### config.mk
export PLATFORM = sky130hd
export DESIGN_NAME = pmp_pin_logic
export DESIGN_NICKNAME = d
export VERILOG_FILES = /design/src/common/pmp_pkg.sv /design/src/logic/pmp_pin_flag.sv /design/src/logic/pmp_pin_logic.sv /design/src/logic/pmp_sync2.sv
export SDC_FILE = /design/constraint.sdc
export NUM_CORES = 1
export LEC_CHECK = 0
export CAP_MARGIN = 20
export CORE_ASPECT_RATIO = 0.8
export CORE_MARGIN = 2
export CORE_UTILIZATION = 49
export DETAILED_ROUTE_END_ITERATION = 16
export DONT_BUFFER_PORTS = 1
export PLACE_DENSITY = 0.6
export SLEW_MARGIN = 20
export SYNTH_ARGS = -nofsm -noshare
export SYNTH_HDL_FRONTEND = slang
export SYNTH_SLANG_ARGS = --single-unit
### constraint.sdc
create_clock -name clk_sys -period 4.3 [get_ports clk_sys]
set_clock_uncertainty 0.15 [all_clocks]
set_input_delay 0.43 -clock clk_sys [delete_from_list [all_inputs] [get_ports clk_sys]]
set_output_delay 0.43 -clock clk_sys [all_outputs]
set_load 0.1 [all_outputs]
### src/common/pmp_pkg.sv
// Constants shared by the port M / port P pin logic.
// Assumes a 32-bit Wishbone slave with byte addresses.
package pmp_pkg;
  // Port width
  localparam int unsigned PMP_W = 8;
  // Register byte offsets
  localparam logic [7:0] PMP_OFF_M_IN = 8'h00;
  localparam logic [7:0] PMP_OFF_M_DIR = 8'h04;
  localparam logic [7:0] PMP_OFF_M_DATA = 8'h08;
  localparam logic [7:0] PMP_OFF_P_DATA = 8'h0C;
  localparam logic [7:0] PMP_OFF_P_DIR = 8'h10;
  localparam logic [7:0] PMP_OFF_P_EDGE = 8'h14;
  localparam logic [7:0] PMP_OFF_P_STAT = 8'h18;
  localparam logic [7:0] PMP_OFF_P_MASK = 8'h1C;
  // Reset value of every stored byte
  localparam logic [7:0] PMP_RST_BYTE = 8'h00;
  // Answer for unmapped reads
  localparam logic [31:0] PMP_RD_NONE = 32'h0000_0000;
  // Field positions on port P
  localparam int unsigned PMP_BIT_PWM_IO = 7;
  localparam int unsigned PMP_BIT_PWM_HI = 6;
  localparam int unsigned PMP_BIT_PWM_LO = 3;
  localparam int unsigned PMP_BIT_ROUTED = 2;
  // Owner of the shared pin
  typedef enum logic [1:0] {
    PMP_OWN_GPIO,
    PMP_OWN_PWM,
    PMP_OWN_TIMER,
    PMP_OWN_SERIAL
  } pmp_owner_e;
endpackage

### src/logic/pmp_pin_flag.sv
// Sticky pin interrupt flag for one port P pin.
// Assumes pin is already synchronised to clk_sys.
`timescale 1ns/1ps
module pmp_pin_flag (
  input wire logic clk_sys,
  input wire logic rst_n,
  input wire logic pin,
  input wire logic rise_sel,
  input wire logic clear,
  output logic flag
);
  // Last pin level, for edge detect
  logic pin_d;
  // Edge of the selected polarity
  logic hit;

  assign hit = rise_sel ? (pin & ~pin_d) : (~pin & pin_d);

  // Delayed pin level
  always_ff @(posedge clk_sys or negedge rst_n) begin
    if (!rst_n) begin
      pin_d <= 1'b0;
    end else begin
      pin_d <= pin;
    end
  end

  // Set wins over clear so no edge is lost
  always_ff @(posedge clk_sys or negedge rst_n) begin
    if (!rst_n) begin
      flag <= 1'b0;
    end else if (hit) begin
      flag <= 1'b1;
    end else if (clear) begin
      flag <= 1'b0;
    end
  end
endmodule

### src/logic/pmp_pin_logic.sv
// Port M and port P pin logic with a Wishbone register slave.
// Assumes peripheral enables and outputs come from clk_sys logic;
// pin inputs are asynchronous and are synchronised here.
`timescale 1ns/1ps
//
// Behaviour
// - Port M input read returns buffered pins
// - Writes to port M input change nothing
// - Port M direction readable, writable, resets zero
// - GPIO output drives stored data bit
// - Port P read: output bit else pin
// - Pin 7 PWM on channel or shutdown
// - Pins 6-3 taken by enabled PWM
// - Pin 2: PWM, timer, serial, GPIO
// - Every port P pin can interrupt
module pmp_pin_logic (
  input wire logic clk_sys,
  input wire logic rst_n,
  input wire logic wb_cyc_i,
  input wire logic wb_stb_i,
  input wire logic wb_we_i,
  input wire logic [7:0] wb_adr_i,
  input wire logic [3:0] wb_sel_i,
  input wire logic [31:0] wb_dat_i,
  output logic [31:0] wb_dat_o,
  output logic wb_ack_o,
  input wire logic [7:0] port_m_pin_in,
  output logic [7:0] port_m_pin_out,
  output logic [7:0] port_m_pin_oe,
  input wire logic [7:0] port_p_pin_in,
  output logic [7:0] port_p_pin_out,
  output logic [7:0] port_p_pin_oe,
  output logic [7:0] port_p_pin_buffered,
  input wire logic [7:0] pwm_channel_enable,
  input wire logic pwm_shutdown_enable,
  input wire logic [7:0] pwm_out,
  input wire logic pwm_pin7_drive,
  input wire logic routed_timer_output_enable,
  input wire logic routed_timer_output,
  input wire logic routed_serial_one_enable,
  input wire logic routed_serial_one,
  output logic irq
);
  // Synchronised pin levels
  logic [7:0] m_sync;
  logic [7:0] p_sync;
  // Stored registers
  logic [7:0] m_dir;
  logic [7:0] m_data;
  logic [7:0] p_data;
  logic [7:0] p_dir;
  logic [7:0] int_edge;
  logic [7:0] int_mask;
  // Sticky pin flags
  logic [7:0] int_stat;
  // Bus decode
  logic req;
  logic wr_take;
  logic [5:0] word;
  // Port P data readback
  logic [7:0] p_read;
  // Read mux result
  logic [31:0] next_rdata;
  // Pin drive before the output flops
  logic [7:0] next_p_out;
  logic [7:0] next_p_oe;
  // Owner of the shared pin 2
  pmp_pkg::pmp_owner_e own2;
  // Write-one-to-clear strobes
  logic [7:0] stat_clr;

  // Pins are asynchronous: two flops each
  pmp_sync2 #(
    .W(8)
  ) u_sync_m (
    .clk_sys(clk_sys),
    .rst_n(rst_n),
    .d(port_m_pin_in),
    .q(m_sync)
  );

  pmp_sync2 #(
    .W(8)
  ) u_sync_p (
    .clk_sys(clk_sys),
    .rst_n(rst_n),
    .d(port_p_pin_in),
    .q(p_sync)
  );

  // Buffered pin state for peripherals such as PWM input
  assign port_p_pin_buffered = p_sync;

  // Request seen; write lands on the acked edge only
  assign req = wb_cyc_i & wb_stb_i;
  assign word = wb_adr_i[7:2];
  assign wr_take = req & wb_we_i & wb_ack_o & wb_sel_i[0];

  // Ack one cycle after the request, dropped the cycle after
  always_ff @(posedge clk_sys or negedge rst_n) begin
    if (!rst_n) begin
      wb_ack_o <= 1'b0;
    end else begin
      wb_ack_o <= req & ~wb_ack_o;
    end
  end

  // Readback of port P: stored bit for outputs, pin otherwise
  assign p_read = (p_dir & p_data) | (~p_dir & p_sync);

  // Read mux; unmapped words read zero
  always_comb begin
    next_rdata = pmp_pkg::PMP_RD_NONE;
    case (word)
      pmp_pkg::PMP_OFF_M_IN[7:2]: begin
        next_rdata[7:0] = m_sync;
      end
      pmp_pkg::PMP_OFF_M_DIR[7:2]: begin
        next_rdata[7:0] = m_dir;
      end
      pmp_pkg::PMP_OFF_M_DATA[7:2]: begin
        next_rdata[7:0] = m_data;
      end
      pmp_pkg::PMP_OFF_P_DATA[7:2]: begin
        next_rdata[7:0] = p_read;
      end
      pmp_pkg::PMP_OFF_P_DIR[7:2]: begin
        next_rdata[7:0] = p_dir;
      end
      pmp_pkg::PMP_OFF_P_EDGE[7:2]: begin
        next_rdata[7:0] = int_edge;
      end
      pmp_pkg::PMP_OFF_P_STAT[7:2]: begin
        next_rdata[7:0] = int_stat;
      end
      pmp_pkg::PMP_OFF_P_MASK[7:2]: begin
        next_rdata[7:0] = int_mask;
      end
      default: begin
        next_rdata = pmp_pkg::PMP_RD_NONE;
      end
    endcase
  end

  // Read data captured in the request cycle, held with ack
  always_ff @(posedge clk_sys or negedge rst_n) begin
    if (!rst_n) begin
      wb_dat_o <= pmp_pkg::PMP_RD_NONE;
    end else if (req & ~wb_ack_o) begin
      wb_dat_o <= next_rdata;
    end
  end

  // Port M direction; input word has no write path at all
  always_ff @(posedge clk_sys or negedge rst_n) begin
    if (!rst_n) begin
      m_dir <= pmp_pkg::PMP_RST_BYTE;
    end else if (wr_take && word == pmp_pkg::PMP_OFF_M_DIR[7:2]) begin
      m_dir <= wb_dat_i[7:0];
    end
  end

  // Port M output data
  always_ff @(posedge clk_sys or negedge rst_n) begin
    if (!rst_n) begin
      m_data <= pmp_pkg::PMP_RST_BYTE;
    end else if (wr_take && word == pmp_pkg::PMP_OFF_M_DATA[7:2]) begin
      m_data <= wb_dat_i[7:0];
    end
  end

  // Port P data, stored even while a peripheral owns the pin
  always_ff @(posedge clk_sys or negedge rst_n) begin
    if (!rst_n) begin
      p_data <= pmp_pkg::PMP_RST_BYTE;
    end else if (wr_take && word == pmp_pkg::PMP_OFF_P_DATA[7:2]) begin
      p_data <= wb_dat_i[7:0];
    end
  end

  // Port P direction
  always_ff @(posedge clk_sys or negedge rst_n) begin
    if (!rst_n) begin
      p_dir <= pmp_pkg::PMP_RST_BYTE;
    end else if (wr_take && word == pmp_pkg::PMP_OFF_P_DIR[7:2]) begin
      p_dir <= wb_dat_i[7:0];
    end
  end

  // Edge select and interrupt mask
  always_ff @(posedge clk_sys or negedge rst_n) begin
    if (!rst_n) begin
      int_edge <= pmp_pkg::PMP_RST_BYTE;
      int_mask <= pmp_pkg::PMP_RST_BYTE;
    end else if (wr_take) begin
      if (word == pmp_pkg::PMP_OFF_P_EDGE[7:2]) begin
        int_edge <= wb_dat_i[7:0];
      end
      if (word == pmp_pkg::PMP_OFF_P_MASK[7:2]) begin
        int_mask <= wb_dat_i[7:0];
      end
    end
  end

  // Clear strobes for the status word
  assign stat_clr = (wr_take && word == pmp_pkg::PMP_OFF_P_STAT[7:2]) ? wb_dat_i[7:0] : 8'h00;

  // One flag per pin, watching the pin level in any direction
  for (genvar i = 0; i < 8; i++) begin : g_flag
    pmp_pin_flag u_flag (
      .clk_sys(clk_sys),
      .rst_n(rst_n),
      .pin(p_sync[i]),
      .rise_sel(int_edge[i]),
      .clear(stat_clr[i]),
      .flag(int_stat[i])
    );
  end

  // Level interrupt while an unmasked flag stands
  always_ff @(posedge clk_sys or negedge rst_n) begin
    if (!rst_n) begin
      irq <= 1'b0;
    end else begin
      irq <= |(int_stat & int_mask);
    end
  end

  // Pin 2 owner in fixed priority
  always_comb begin
    if (pwm_channel_enable[pmp_pkg::PMP_BIT_ROUTED]) begin
      own2 = pmp_pkg::PMP_OWN_PWM;
    end else if (routed_timer_output_enable) begin
      own2 = pmp_pkg::PMP_OWN_TIMER;
    end else if (routed_serial_one_enable) begin
      own2 = pmp_pkg::PMP_OWN_SERIAL;
    end else begin
      own2 = pmp_pkg::PMP_OWN_GPIO;
    end
  end

  // Port P drive: GPIO default, then peripheral overrides
  always_comb begin
    next_p_out = p_data;
    next_p_oe = p_dir;
    for (int i = pmp_pkg::PMP_BIT_PWM_LO; i <= pmp_pkg::PMP_BIT_PWM_HI; i++) begin
      if (pwm_channel_enable[i]) begin
        next_p_out[i] = pwm_out[i];
        next_p_oe[i] = 1'b1;
      end
    end
    // Pin 7 may be a PWM input, so PWM steers its enable
    if (pwm_channel_enable[pmp_pkg::PMP_BIT_PWM_IO] | pwm_shutdown_enable) begin
      next_p_out[pmp_pkg::PMP_BIT_PWM_IO] = pwm_out[pmp_pkg::PMP_BIT_PWM_IO];
      next_p_oe[pmp_pkg::PMP_BIT_PWM_IO] = pwm_pin7_drive;
    end
    case (own2)
      pmp_pkg::PMP_OWN_PWM: begin
        next_p_out[pmp_pkg::PMP_BIT_ROUTED] = pwm_out[pmp_pkg::PMP_BIT_ROUTED];
        next_p_oe[pmp_pkg::PMP_BIT_ROUTED] = 1'b1;
      end
      pmp_pkg::PMP_OWN_TIMER: begin
        next_p_out[pmp_pkg::PMP_BIT_ROUTED] = routed_timer_output;
        next_p_oe[pmp_pkg::PMP_BIT_ROUTED] = 1'b1;
      end
      pmp_pkg::PMP_OWN_SERIAL: begin
        next_p_out[pmp_pkg::PMP_BIT_ROUTED] = routed_serial_one;
        next_p_oe[pmp_pkg::PMP_BIT_ROUTED] = 1'b1;
      end
      default: begin
        next_p_out[pmp_pkg::PMP_BIT_ROUTED] = p_data[pmp_pkg::PMP_BIT_ROUTED];
        next_p_oe[pmp_pkg::PMP_BIT_ROUTED] = p_dir[pmp_pkg::PMP_BIT_ROUTED];
      end
    endcase
  end

  // Pin drivers registered; costs a cycle but avoids glitches on pads
  always_ff @(posedge clk_sys or negedge rst_n) begin
    if (!rst_n) begin
      port_p_pin_out <= pmp_pkg::PMP_RST_BYTE;
      port_p_pin_oe <= pmp_pkg::PMP_RST_BYTE;
      port_m_pin_out <= pmp_pkg::PMP_RST_BYTE;
      port_m_pin_oe <= pmp_pkg::PMP_RST_BYTE;
    end else begin
      port_p_pin_out <= next_p_out;
      port_p_pin_oe <= next_p_oe;
      port_m_pin_out <= m_data;
      port_m_pin_oe <= m_dir;
    end
  end
endmodule

### src/logic/pmp_sync2.sv
// Two-flop synchroniser for pin inputs.
// Assumes d is asynchronous to clk_sys.
`timescale 1ns/1ps
module pmp_sync2 #(
  parameter int unsigned W = 8
) (
  input wire logic clk_sys,
  input wire logic rst_n,
  input wire logic [W-1:0] d,
  output logic [W-1:0] q
);
  // First stage, read only by the second
  logic [W-1:0] meta;

  // Both stages clear on reset
  always_ff @(posedge clk_sys or negedge rst_n) begin
    if (!rst_n) begin
      meta <= '0;
      q <= '0;
    end else begin
      meta <= d;
      q <= meta;
    end
  end
endmodule
==> impl_results.md, run 1 <==
* Share of the synthesized area in the top cell type at 0.624
* Synth cell count leaders: dfrtp_1 (138), mux2_2 (54), buf_4 (35)
* Number of I/O port buffers at 0
* Setup TNS at 0 ns
* TritonRoute pass-1 iters at 4
* Setup violators final at 0
* CTS tree: done
* Post-Synthesis Cells at 393
* Crit path launch type: flip-flop
* Maximum VDD drop at 297 uV
* Seq/Total Area, Yosys at 0.624
* Finished Layout Cells at 578
* Fin crit share at 0.624
* DP Area at 5490 um2
* Via-per-instance ratio at 5.36
* Total Power at 0.00311 W
* Pint at 0.00231 W
* Rows at 34
* Setup Fix Bufs, Post-CTS at 0
* Vias at 3100
* DR iter-0 viols at 204
* CP max FO at 8
* Finished Cell Area at 6410 um2
* Unrepaired setup endpoints after global routing: false
* YS warnings at 0
* Gr usage total at 0.194
* EDFF count, synth at 0
* Initial antenna violation count at 0
* Reg2reg start: wb_ack_o
* CTS sink cnt at 138
* Worst Max-Slew Pin Slew at 1.01 ns
* DRC at 0
* R2R Setup Slk at 1.62 ns
* Worst Setup End Kind: flip-flop
* Worst-Skew Late Latency at 0.41 ns
* Final #Nets at 508
* Vias in the first global route at 3206
* Pwr dens at 484 nW/um2
* Avg Cell Area, Syn at 14.1 um2
* TritonCTS Buffers at 17
* Peak Freq at 373 MHz
* Initial Util at 0.507
* Hold Path Sink: p_data[0]
* Clock transition at the registers of the reported paths at 0.06 ns
* Area Growth Syn to Fin at 15.8%
* IO Pins at 161
* Placed Cells at 517
* Status: completed
* Worst Hold Launch: wb_dat_i[0]
* Yosys reg bits at 138
* Ys async rst share at 1.00
* Per-cell routed wire length at 19.0 um
* Predominant post-synthesis flop cell: dfrtp_1
* Synth unique cells at 36
* Sw Ratio at 0.257
* Die H at 99.1 um
* Reg2reg path depth at 4
* Root buffer cell: clkbuf_16
* Slowest cell on crit path: dfrtp_1
* Final Hold Violating Endpoints at 0
* Clock group share of total power at 0.476
* Hold Crit Class: in -> reg
* Top cells by area, synth: dfrtp_1 (62%), mux2_2 (11%), buf_4 (4.7%)
* WP data required at 4.45 ns
* Final WL at 11000 um
* Switching pwr at 0.000800 W
* Die Wd at 123 um
* Relative slew slack at 0.328
* Critical path data arrival time at 2.83 ns
* GRT Residual Overflow at 0
* Clock period minus worst slack at 2.68 ns
* Layout Utilization at 0.587
* Max_cap viols at 0
* Share of power burned in registers at 0.464
* Slew Viols, Final at 0
* Cell type with the largest total area after synthesis: dfrtp_1
* P_leak at 2.94 nW
* Logic pwr share at 0.060
* Setup CP Type: reg -> reg
* Reg-to-reg endpoint: p_data[5]
* Clock H-tree levels at 4
* Largest stage delay, worst path at 0.94 ns
* First-pass GRT wire length at 17300 um
* Min-Delay Path Depth at 1
* HPWL Detailed at 7090 um
* Fraction of layout cells with a size suffix above 1 at 0.249
* Crit-path cells: nand3_1, nor2_4, nand4_2, mux2_2
* Ant diodes at 0
* Area of the core at 10900 um2
* Die area at 12200 um2
* Largest net degree at the start of global routing at 139
* Cell with the most instances after synthesis: dfrtp_1
* Syn Std Cell Area at 5540 um2
* Final ANT Viol Nets at 0
* Placer Congestion at 0.769
* Deepest clock path buffer count at 2
## final cells by class
type	count	area, um2
multi-input combinational	233	1850
tap	144	180
clock buffer	19	443
timing repair buffer	30	315
fill	873	4520
sequential	138	3450
inverter	1	3.75
clock inverter	13	170
## how the worst max path moves through the flow
stage	startpoint	endpoint	slack [ns]
after floorplan	wb_ack_o	int_mask[0]	2.01
after global placement	wb_ack_o	p_data[3]	1.60
after detailed placement	wb_ack_o	p_data[5]	1.60
after CTS	wb_ack_o	p_data[5]	1.57
after global routing	wb_ack_o	p_data[3]	1.49
final	wb_ack_o	p_data[5]	1.62
## through the flow
stage	setup slack, ns	hold slack (ns)
after global placement	1.60	-0.0120
after floorplan	2.01	-0.0156
final	1.62	0.0154
after detailed placement	1.60	-0.0120
after global routing	1.49	0.00145
after CTS	1.57	0.00394
## cell usage in the layout, fill, tap and decap left out, drive strengths merged, types with 5 or more instances in the layout
cell type / instances
clkbuf: 19
nor3: 8
nand3: 5
or2: 5
a211oi: 8
nand3b: 8
clkinv: 6
dlygate4sd3: 28
conb: 24
a221o: 8
mux2i: 17
nor2: 20
nand2: 27
mux2: 54
and2: 8
dfrtp: 138
mux4: 8
o21ai: 17
## routing by layer
layer	wire, um	global-route usage
met1	4520	0.253
met2	5410	0.305
met3	954	0.0694
met4	97	0.0610
met5	0	0
## critical path: cells and delay by family, from the launching register on
kind | cells | cell delay, ns
DFF | 1 | 0.94
and+or+nand+nor | 3 | 1.05
muxes | 1 | 0.42
## sequential cells by signal (all words and copies together) (netlist names)
signal               cells
m_data                   8
wb_ack_o                 1
u_sync_p.meta            8
u_sync_m.meta            8
p_dir                    8
port_m_pin_out           8
m_dir                    8
port_m_pin_oe            8
irq                      1
p_data                   8
port_p_pin_out           8
wb_dat_o                 8
u_sync_p.q               8
u_sync_m.q               8
int_mask                 8
int_edge                 8
g_flag.u_flag.flag       8
g_flag.u_flag.pin_d      8
port_p_pin_oe            8
## cells by family (layout without fill, tap and decap cells)
logic type / Yosys count / after routing / share of synthesized area
flops: 138 / 138 / 0.624
simple gates: 92 / 92 / 0.0976
mux: 79 / 79 / 0.173
buf+inv: 45 / 63 / 0.0581
compound gates: 38 / 38 / 0.0470
other cells: 1 / 24 / 0.000677
## power by group through the flow
| stage | Clock [W] | Combinational, W | Sequential (W) |
|---|---|---|---|
| CTS | 0.00150 | 0.000186 | 0.00144 |
| global route | 0.00157 | 0.000199 | 0.00144 |
| floorplan | 0 | 0.000193 | 0.00143 |
| finish | 0.00148 | 0.000186 | 0.00144 |
| detailed placement | 0 | 0.000139 | 0.00147 |
| global placement | 0 | 0.000138 | 0.00146 |
## repair_timing
item / 4_1_cts / 5_1_grt
hold buffers: 26 / 3
resized for setup: 0 / 0
endpoints found under the hold margin: 160 / 3
Power figures use the tool's default switching activity.
==> inputs of run 2 (changes only) <==
==> constraint.sdc (replaced) <==
create_clock -name clk_sys -period 2.54 [get_ports clk_sys]
set_clock_uncertainty 0.15 [all_clocks]
set_input_delay 0.254 -clock clk_sys [delete_from_list [all_inputs] [get_ports clk_sys]]
set_output_delay 0.254 -clock clk_sys [all_outputs]
set_load 0.1 [all_outputs]
==> run 2 against run 1 <==
The flow now finishes with violations (negative hold slack). Via count rose by 3.6%. Critical endpoint is now p_data[3]. Critical path type unchanged. Sequential share of layout area fell by 1.5 points. Fmax grew 38%. Cell count is 4.8% higher.
==> impl_results.md, run 2 (synthesis gave the netlist of run 1 again) <==
* Vias at 3211
* Setup violators final at 0
* Max_cap viols at 0
* DRC at 0
* Sw Ratio at 0.257
* P_leak at 3.05 nW
* Share of power burned in registers at 0.464
* TritonRoute pass-1 iters at 5
* Ant diodes at 0
* Slowest cell on crit path: nand4_2
* Placed Cells at 535
* WP data required at 2.68 ns
* Fin crit share at 0.766
* DR iter-0 viols at 231
* Finished Layout Cells at 606
* Storage element area at 3450 um2
* Failing checks: negative hold slack
* Vias in the first global route at 3440
* Final WL at 11200 um
* Setup CP Type: reg -> reg
* Setup Fix Bufs, Post-CTS at 0
* Largest net degree at the start of global routing at 139
* Multi-input gate area at 1850 um2
* Final #Nets at 537
* CTS sink cnt at 138
* Crit path launch type: flip-flop
* GRT Residual Overflow at 0
* DP Area at 5630 um2
* Deepest clock path buffer count at 2
* Final ANT Viol Nets at 0
* First-pass GRT wire length at 17900 um
* Worst-Skew Late Latency at 0.41 ns
* Per-cell routed wire length at 18.5 um
* Clock H-tree levels at 4
* Slew Viols, Final at 0
* Rows at 34
* Via-per-instance ratio at 5.30
* Clock period minus worst slack at 1.95 ns
* Number of I/O port buffers at 0
* Area Growth Syn to Fin at 19.2%
* Placer Congestion at 0.796
* Switching pwr at 0.00132 W
* Die H at 99.1 um
* Logic pwr share at 0.073
* Area of the core at 10900 um2
* Unrepaired setup endpoints after global routing: false
* Fraction of layout cells with a size suffix above 1 at 0.266
* Reg2reg path depth at 4
* Pwr dens at 777 nW/um2
* Peak Freq at 514 MHz
* Maximum VDD drop at 462 uV
* Post-CTS resize count at 0
* Relative slew slack at 0.408
* Worst Max-Slew Pin Slew at 0.889 ns
* Crit-path cells: nand3_1, nor2_4, nand4_2, mux2_2
* Final Hold Violating Endpoints at 138
* Die Wd at 123 um
* R2R Setup Slk at 0.59 ns
* Reg-to-reg endpoint: p_data[3]
* Status: complete, but fails checks
* Initial antenna violation count at 0
* HPWL Detailed at 7050 um
* Worst Setup End Kind: flip-flop
* CTS tree: done
* Initial Util at 0.507
* Most frequent cells in the layout: dfrtp_1 (138), mux2_2 (54), dlygate4sd3_1 (40), nand2_1 (27), conb_1 (24)
* IO Pins at 161
* Die area at 12200 um2
* TritonCTS Buffers at 17
* Finished Cell Area at 6600 um2
* Gr usage total at 0.201
* Cts hold-fix bufs at 40
* Number of fillers in the final layout at 848
* Hold_ws at -0.615 ns
* Commonest non-fill, non-tap cell in the layout: dfrtp_1
* Clock transition at the registers of the reported paths at 0.06 ns
* Reg2reg start: wb_ack_o
* Critical path data arrival time at 2.09 ns
* CP max FO at 8
* Root buffer cell: clkbuf_16
* Setup TNS at 0 ns
* Largest stage delay, worst path at 0.46 ns
* Pint at 0.00381 W
* Clock group share of total power at 0.463
* Hold Crit Class: in -> async
run 2: layer usage:
layer,vias to the layer above,GRT usage,part of all wire
met5,-,0,0
met1,1638,0.253,0.42
met2,101,0.327,0.50
met3,10,0.0677,0.064
met4,0,0.0663,0.012
li1,1462,-,-
run 2: cell type report:
cell class / count / area share
sequential: 138 / 0.523
clock buffer: 20 / 0.0677
inverter: 1 / 0.000569
tap: 144 / 0.0273
timing repair buffer: 59 / 0.0823
clock inverter: 11 / 0.0188
multi-input combinational: 233 / 0.280
run 2: per-stage QoR:
| step | setup slack (ns) | util | total power [W] |
|---|---|---|---|
| 4_1_cts | 0.539 | 0.604 | 0.00517 |
| 2_1_floorplan | 0.253 | - | 0.00275 |
| 5_1_grt | 0.493 | 0.604 | 0.00532 |
| 6_report | 0.593 | 0.604 | 0.00513 |
| 3_5_place_dp | 0.543 | 0.515 | 0.00273 |
| 3_3_place_gp | 0.604 | 0.515 | 0.00273 |
run 2: power groups by stage:
stage	combinational (W)	clock, W	sequential, W
3_5_place_dp	0.000310	0	0.00242
2_1_floorplan	0.000326	0	0.00242
4_1_cts	0.000375	0.00242	0.00238
6_report	0.000375	0.00238	0.00238
5_1_grt	0.000391	0.00254	0.00238
3_3_place_gp	0.000309	0	0.00242
run 2: critical path, delay by kind of cell, from the launching register on:
| family | cells | cell delay (ns) |
|---|---|---|
| flip-flops | 1 | 0.36 |
| multiplexers | 1 | 0.43 |
| AND/OR/NAND/NOR | 3 | 0.88 |
run 2: worst max path at each step:
stage,start,end,slack [ns],depth (start not counted)
detailed placement,wb_ack_o,p_data[3],0.54,4
CTS,wb_ack_o,p_data[6],0.54,4
global placement,wb_ack_o,p_data[3],0.60,4
finish,wb_ack_o,p_data[3],0.59,4
floorplan,wb_ack_o,int_mask[0],0.25,4
global route,wb_ack_o,p_data[7],0.49,4
==> inputs of run 3 (changes only) <==
--- a/config.mk
+++ b/config.mk
@@ -5,13 +5,14 @@
 export SDC_FILE = /design/constraint.sdc
 export NUM_CORES = 1
 export LEC_CHECK = 0
+export ABC_AREA = 1
 export CAP_MARGIN = 20
 export CORE_ASPECT_RATIO = 0.8
 export CORE_MARGIN = 2
 export CORE_UTILIZATION = 49
 export DETAILED_ROUTE_END_ITERATION = 16
 export DONT_BUFFER_PORTS = 1
-export PLACE_DENSITY = 0.6
+export PLACE_DENSITY = 0.62
 export SLEW_MARGIN = 20
 export SYNTH_ARGS = -nofsm -noshare
 export SYNTH_HDL_FRONTEND = slang
==> constraint.sdc (replaced) <==
create_clock -name clk_sys -period 1.66 [get_ports clk_sys]
set_clock_uncertainty 0.15 [all_clocks]
set_input_delay 0.166 -clock clk_sys [delete_from_list [all_inputs] [get_ports clk_sys]]
set_output_delay 0.166 -clock clk_sys [all_outputs]
set_load 0.1 [all_outputs]
==> run 3 against run 2 <==
The flow still finishes with violations (negative hold slack). First-iteration DRC count rose by 38%. Cell area grew 13%. Clock-buffer cell count down 1. Total power is 66% higher. Die area grew 5.1%. Synthesized cell count up 48%. Hold slack got worse by 0.095 ns. Cell count up 42%. Flip-flop and latch count stayed put.
==> impl_results.md, run 3 <==
* Failing checks: negative hold slack
* Post-synthesis simple-gate area fraction at 0.240
* Clock transition at the registers of the reported paths at 0.06 ns
* Share of the synthesized area in the top cell type at 0.592
* Met3 usage at 0.0502
* First-pass GRT wire length at 21900 um
* Largest net degree at the start of global routing at 139
* Pint at 0.00623 W
* Fraction of layout cells with a size suffix above 1 at 0.221
* Area Growth Syn to Fin at 28.2%
* HPWL Detailed at 8660 um
* Top cells by area, synth: dfrtp_1 (59%), nand2_1 (11%), buf_4 (4.4%)
* Status: complete, but fails checks
* Per-cell routed wire length at 16.1 um
* WP data required at 1.80 ns
* Logic pwr share at 0.112
* Finished Layout Cells at 858
* Compound-Gate Fraction of Synth Area at 0.0687
* YS warnings at 0
* Main combinational cell family by area after synthesis: simple AND/OR/NAND/NOR gates
* Number of I/O port buffers at 0
* Synth unique cells at 27
* Met1 GRT Util at 0.278
* TritonCTS Buffers at 17
* Post-Synth Adder-Cell Area at 0
* DR iter-0 viols at 318
* Crit path launch type: input pin
* Final WL at 13800 um
* Gr usage total at 0.222
* Via-per-instance ratio at 5.14
* Avg Cell Area, Syn at 10.1 um2
* Total Power at 0.00850 W
* Synth cell count leaders: nand2_1 (177), dfrtp_1 (138), nand3_1 (40)
* Placed Cells at 765
* Fin crit share at 0.980
* Cell type with the largest total area after synthesis: dfrtp_1
* Worst Setup End Kind: flip-flop
* Setup CP Type: in -> reg
* Switching pwr at 0.00226 W
* Maximum VDD drop at 743 uV
* Final Hold Violating Endpoints at 138
* CP max FO at 3
* Clock period minus worst slack at 1.63 ns
* Root buffer cell: clkbuf_16
* Commonest non-fill, non-tap cell in the layout: nand2_1
* Initial Util at 0.504
* Worst path most repeated cell: dlygate4sd3_1
* Slew Viols, Final at 0
* Largest stage delay, worst path at 0.57 ns
* Most frequent cells in the layout: nand2_1 (175), dfrtp_1 (137), buf_4 (65), dlygate4sd3_1 (54), nand3_1 (40)
* Placer Congestion at 0.909
* Hold Crit Class: in -> async
* Share of power burned in registers at 0.412
* Vias in the first global route at 4379
* Setup violators final at 0
* Worst-Skew Late Latency at 0.42 ns
* Worst Max-Slew Pin Slew at 0.519 ns
* DP Area at 6210 um2
* Final #Nets at 784
* Grt met2 use at 0.373
* EDFF count, synth at 0
* Ys async rst share at 1.00
* Clock group share of total power at 0.477
* Fraction of synthesized area in multiplexers at 0.00965
* Clock H-tree levels at 4
* Area of the core at 11600 um2
* Die H at 102 um
* Critical path data arrival time at 1.77 ns
* Cell family with most CP delay: buffers and inverters
* Die area at 12800 um2
* Hold_ws at -0.710 ns
* Slowest cell on crit path: dlygate4sd3_1
* Seq/Total Area, Yosys at 0.592
* P_leak at 3.68 nW
* Predominant post-synthesis flop cell: dfrtp_1
* Finished Cell Area at 7480 um2
* Most Used Layer, Global Route: met2
* Cell with the most instances after synthesis: nand2_1
* Critical path buffers and inverters at 2
* IO Pins at 161
* Deepest clock path buffer count at 2
* Post-Synthesis Cells at 580
* Max_cap viols at 0
* Peak Freq at 615 MHz
* Crit-path cells: dlygate4sd3_1, nor2_2, mux2_2, dlygate4sd3_1
* Initial antenna violation count at 0
* GRT Residual Overflow at 0
* Sw Ratio at 0.266
* Yosys reg bits at 138
* Setup TNS at 0 ns
* Final ANT Viol Nets at 0
* Die Wd at 126 um
* DRC at 0
* Syn Std Cell Area at 5830 um2
* CTS sink cnt at 138
* Ant diodes at 0
* Pwr dens at 1140 nW/um2
* Relative slew slack at 0.653
* Xor/xnor share of the synthesized area at 0
* CTS tree: done
* Rows at 35
* Vias at 4414
* TritonRoute pass-1 iters at 5
[run 3: changes by cell type after synthesis, sizes merged, moves of 24 or more]
| cell | change |
|---|---|
| nand3 | +41 |
| inv | +26 |
| mux2 | -49 |
| nand2 | +155 |
| nand4 | +24 |
| o21ai | +32 |
[run 3: cell families after synthesis]
| family | after synthesis |
|---|---|
| AND/OR/NAND/NOR | 297 |
| flip-flops | 138 |
| buffers and inverters | 77 |
| AO/OA/AOI/OAI | 62 |
| multiplexers | 5 |
| other | 1 |
[run 3: what timing repair did]
action | CTS | global route
pin swaps | 0 | 2
endpoints found under the setup margin | 3 | 11
hold buffers | 53 | 1
cloned | 0 | 1
endpoints found under the hold margin | 221 | 143
gates resized for setup | 0 | 4
buffers inserted | 2 | 4
[run 3: power by group through the flow]
stage | clock (W) | combinational, W | sequential [W]
6_report | 0.00405 | 0.000948 | 0.00350
5_1_grt | 0.00423 | 0.000986 | 0.00351
4_1_cts | 0.00408 | 0.000921 | 0.00350
3_5_place_dp | 0 | 0.000813 | 0.00356
3_3_place_gp | 0 | 0.000807 | 0.00356
2_1_floorplan | 0 | 0.000535 | 0.00376
[run 3: metal layers]
metal | up-vias | share of wire
li1 | 2095 | -
met1 | 2131 | 0.43
met2 | 161 | 0.49
met3 | 27 | 0.058
met4 | 0 | 0.022
met5 | - | 0
[run 3: layout make-up]
class / instances / area, um2
Clock buffer: 19 / 443
Clock inverter: 13 / 193
Fill cell: 905 / 4080
Inverter: 27 / 106
Multi-Input combinational cell: 389 / 1970
Sequential cell: 138 / 3460
Tap cell: 148 / 185
Timing Repair Buffer: 124 / 1120
[run 3: final timing paths]
check,start,endpoint,slack (ns),depth (start not counted)
worst max-delay path,pwm_channel_enable[7],port_p_pin_out[7],0.03,4
worst min-delay path,rst_n,port_p_pin_out[4],-0.71,0
worst max register to register,wb_ack_o,p_dir[5],0.11,8
worst min register to register,u_sync_p.meta[5],u_sync_p.q[5],0.20,0
max in group asynchronous,rst_n,wb_ack_o,1.88,0
min in group clk_sys,wb_adr_i[5],g_flag[6].u_flag.flag,0.03,6
[run 3: metrics by stage]
step,util,worst slack (ns)
after floorplan,-,-0.0524
after global placement,0.537,0.0332
after detailed placement,0.537,-0.0164
after CTS,0.640,0.0302
after global routing,0.647,-0.0105
final,0.647,0.0338
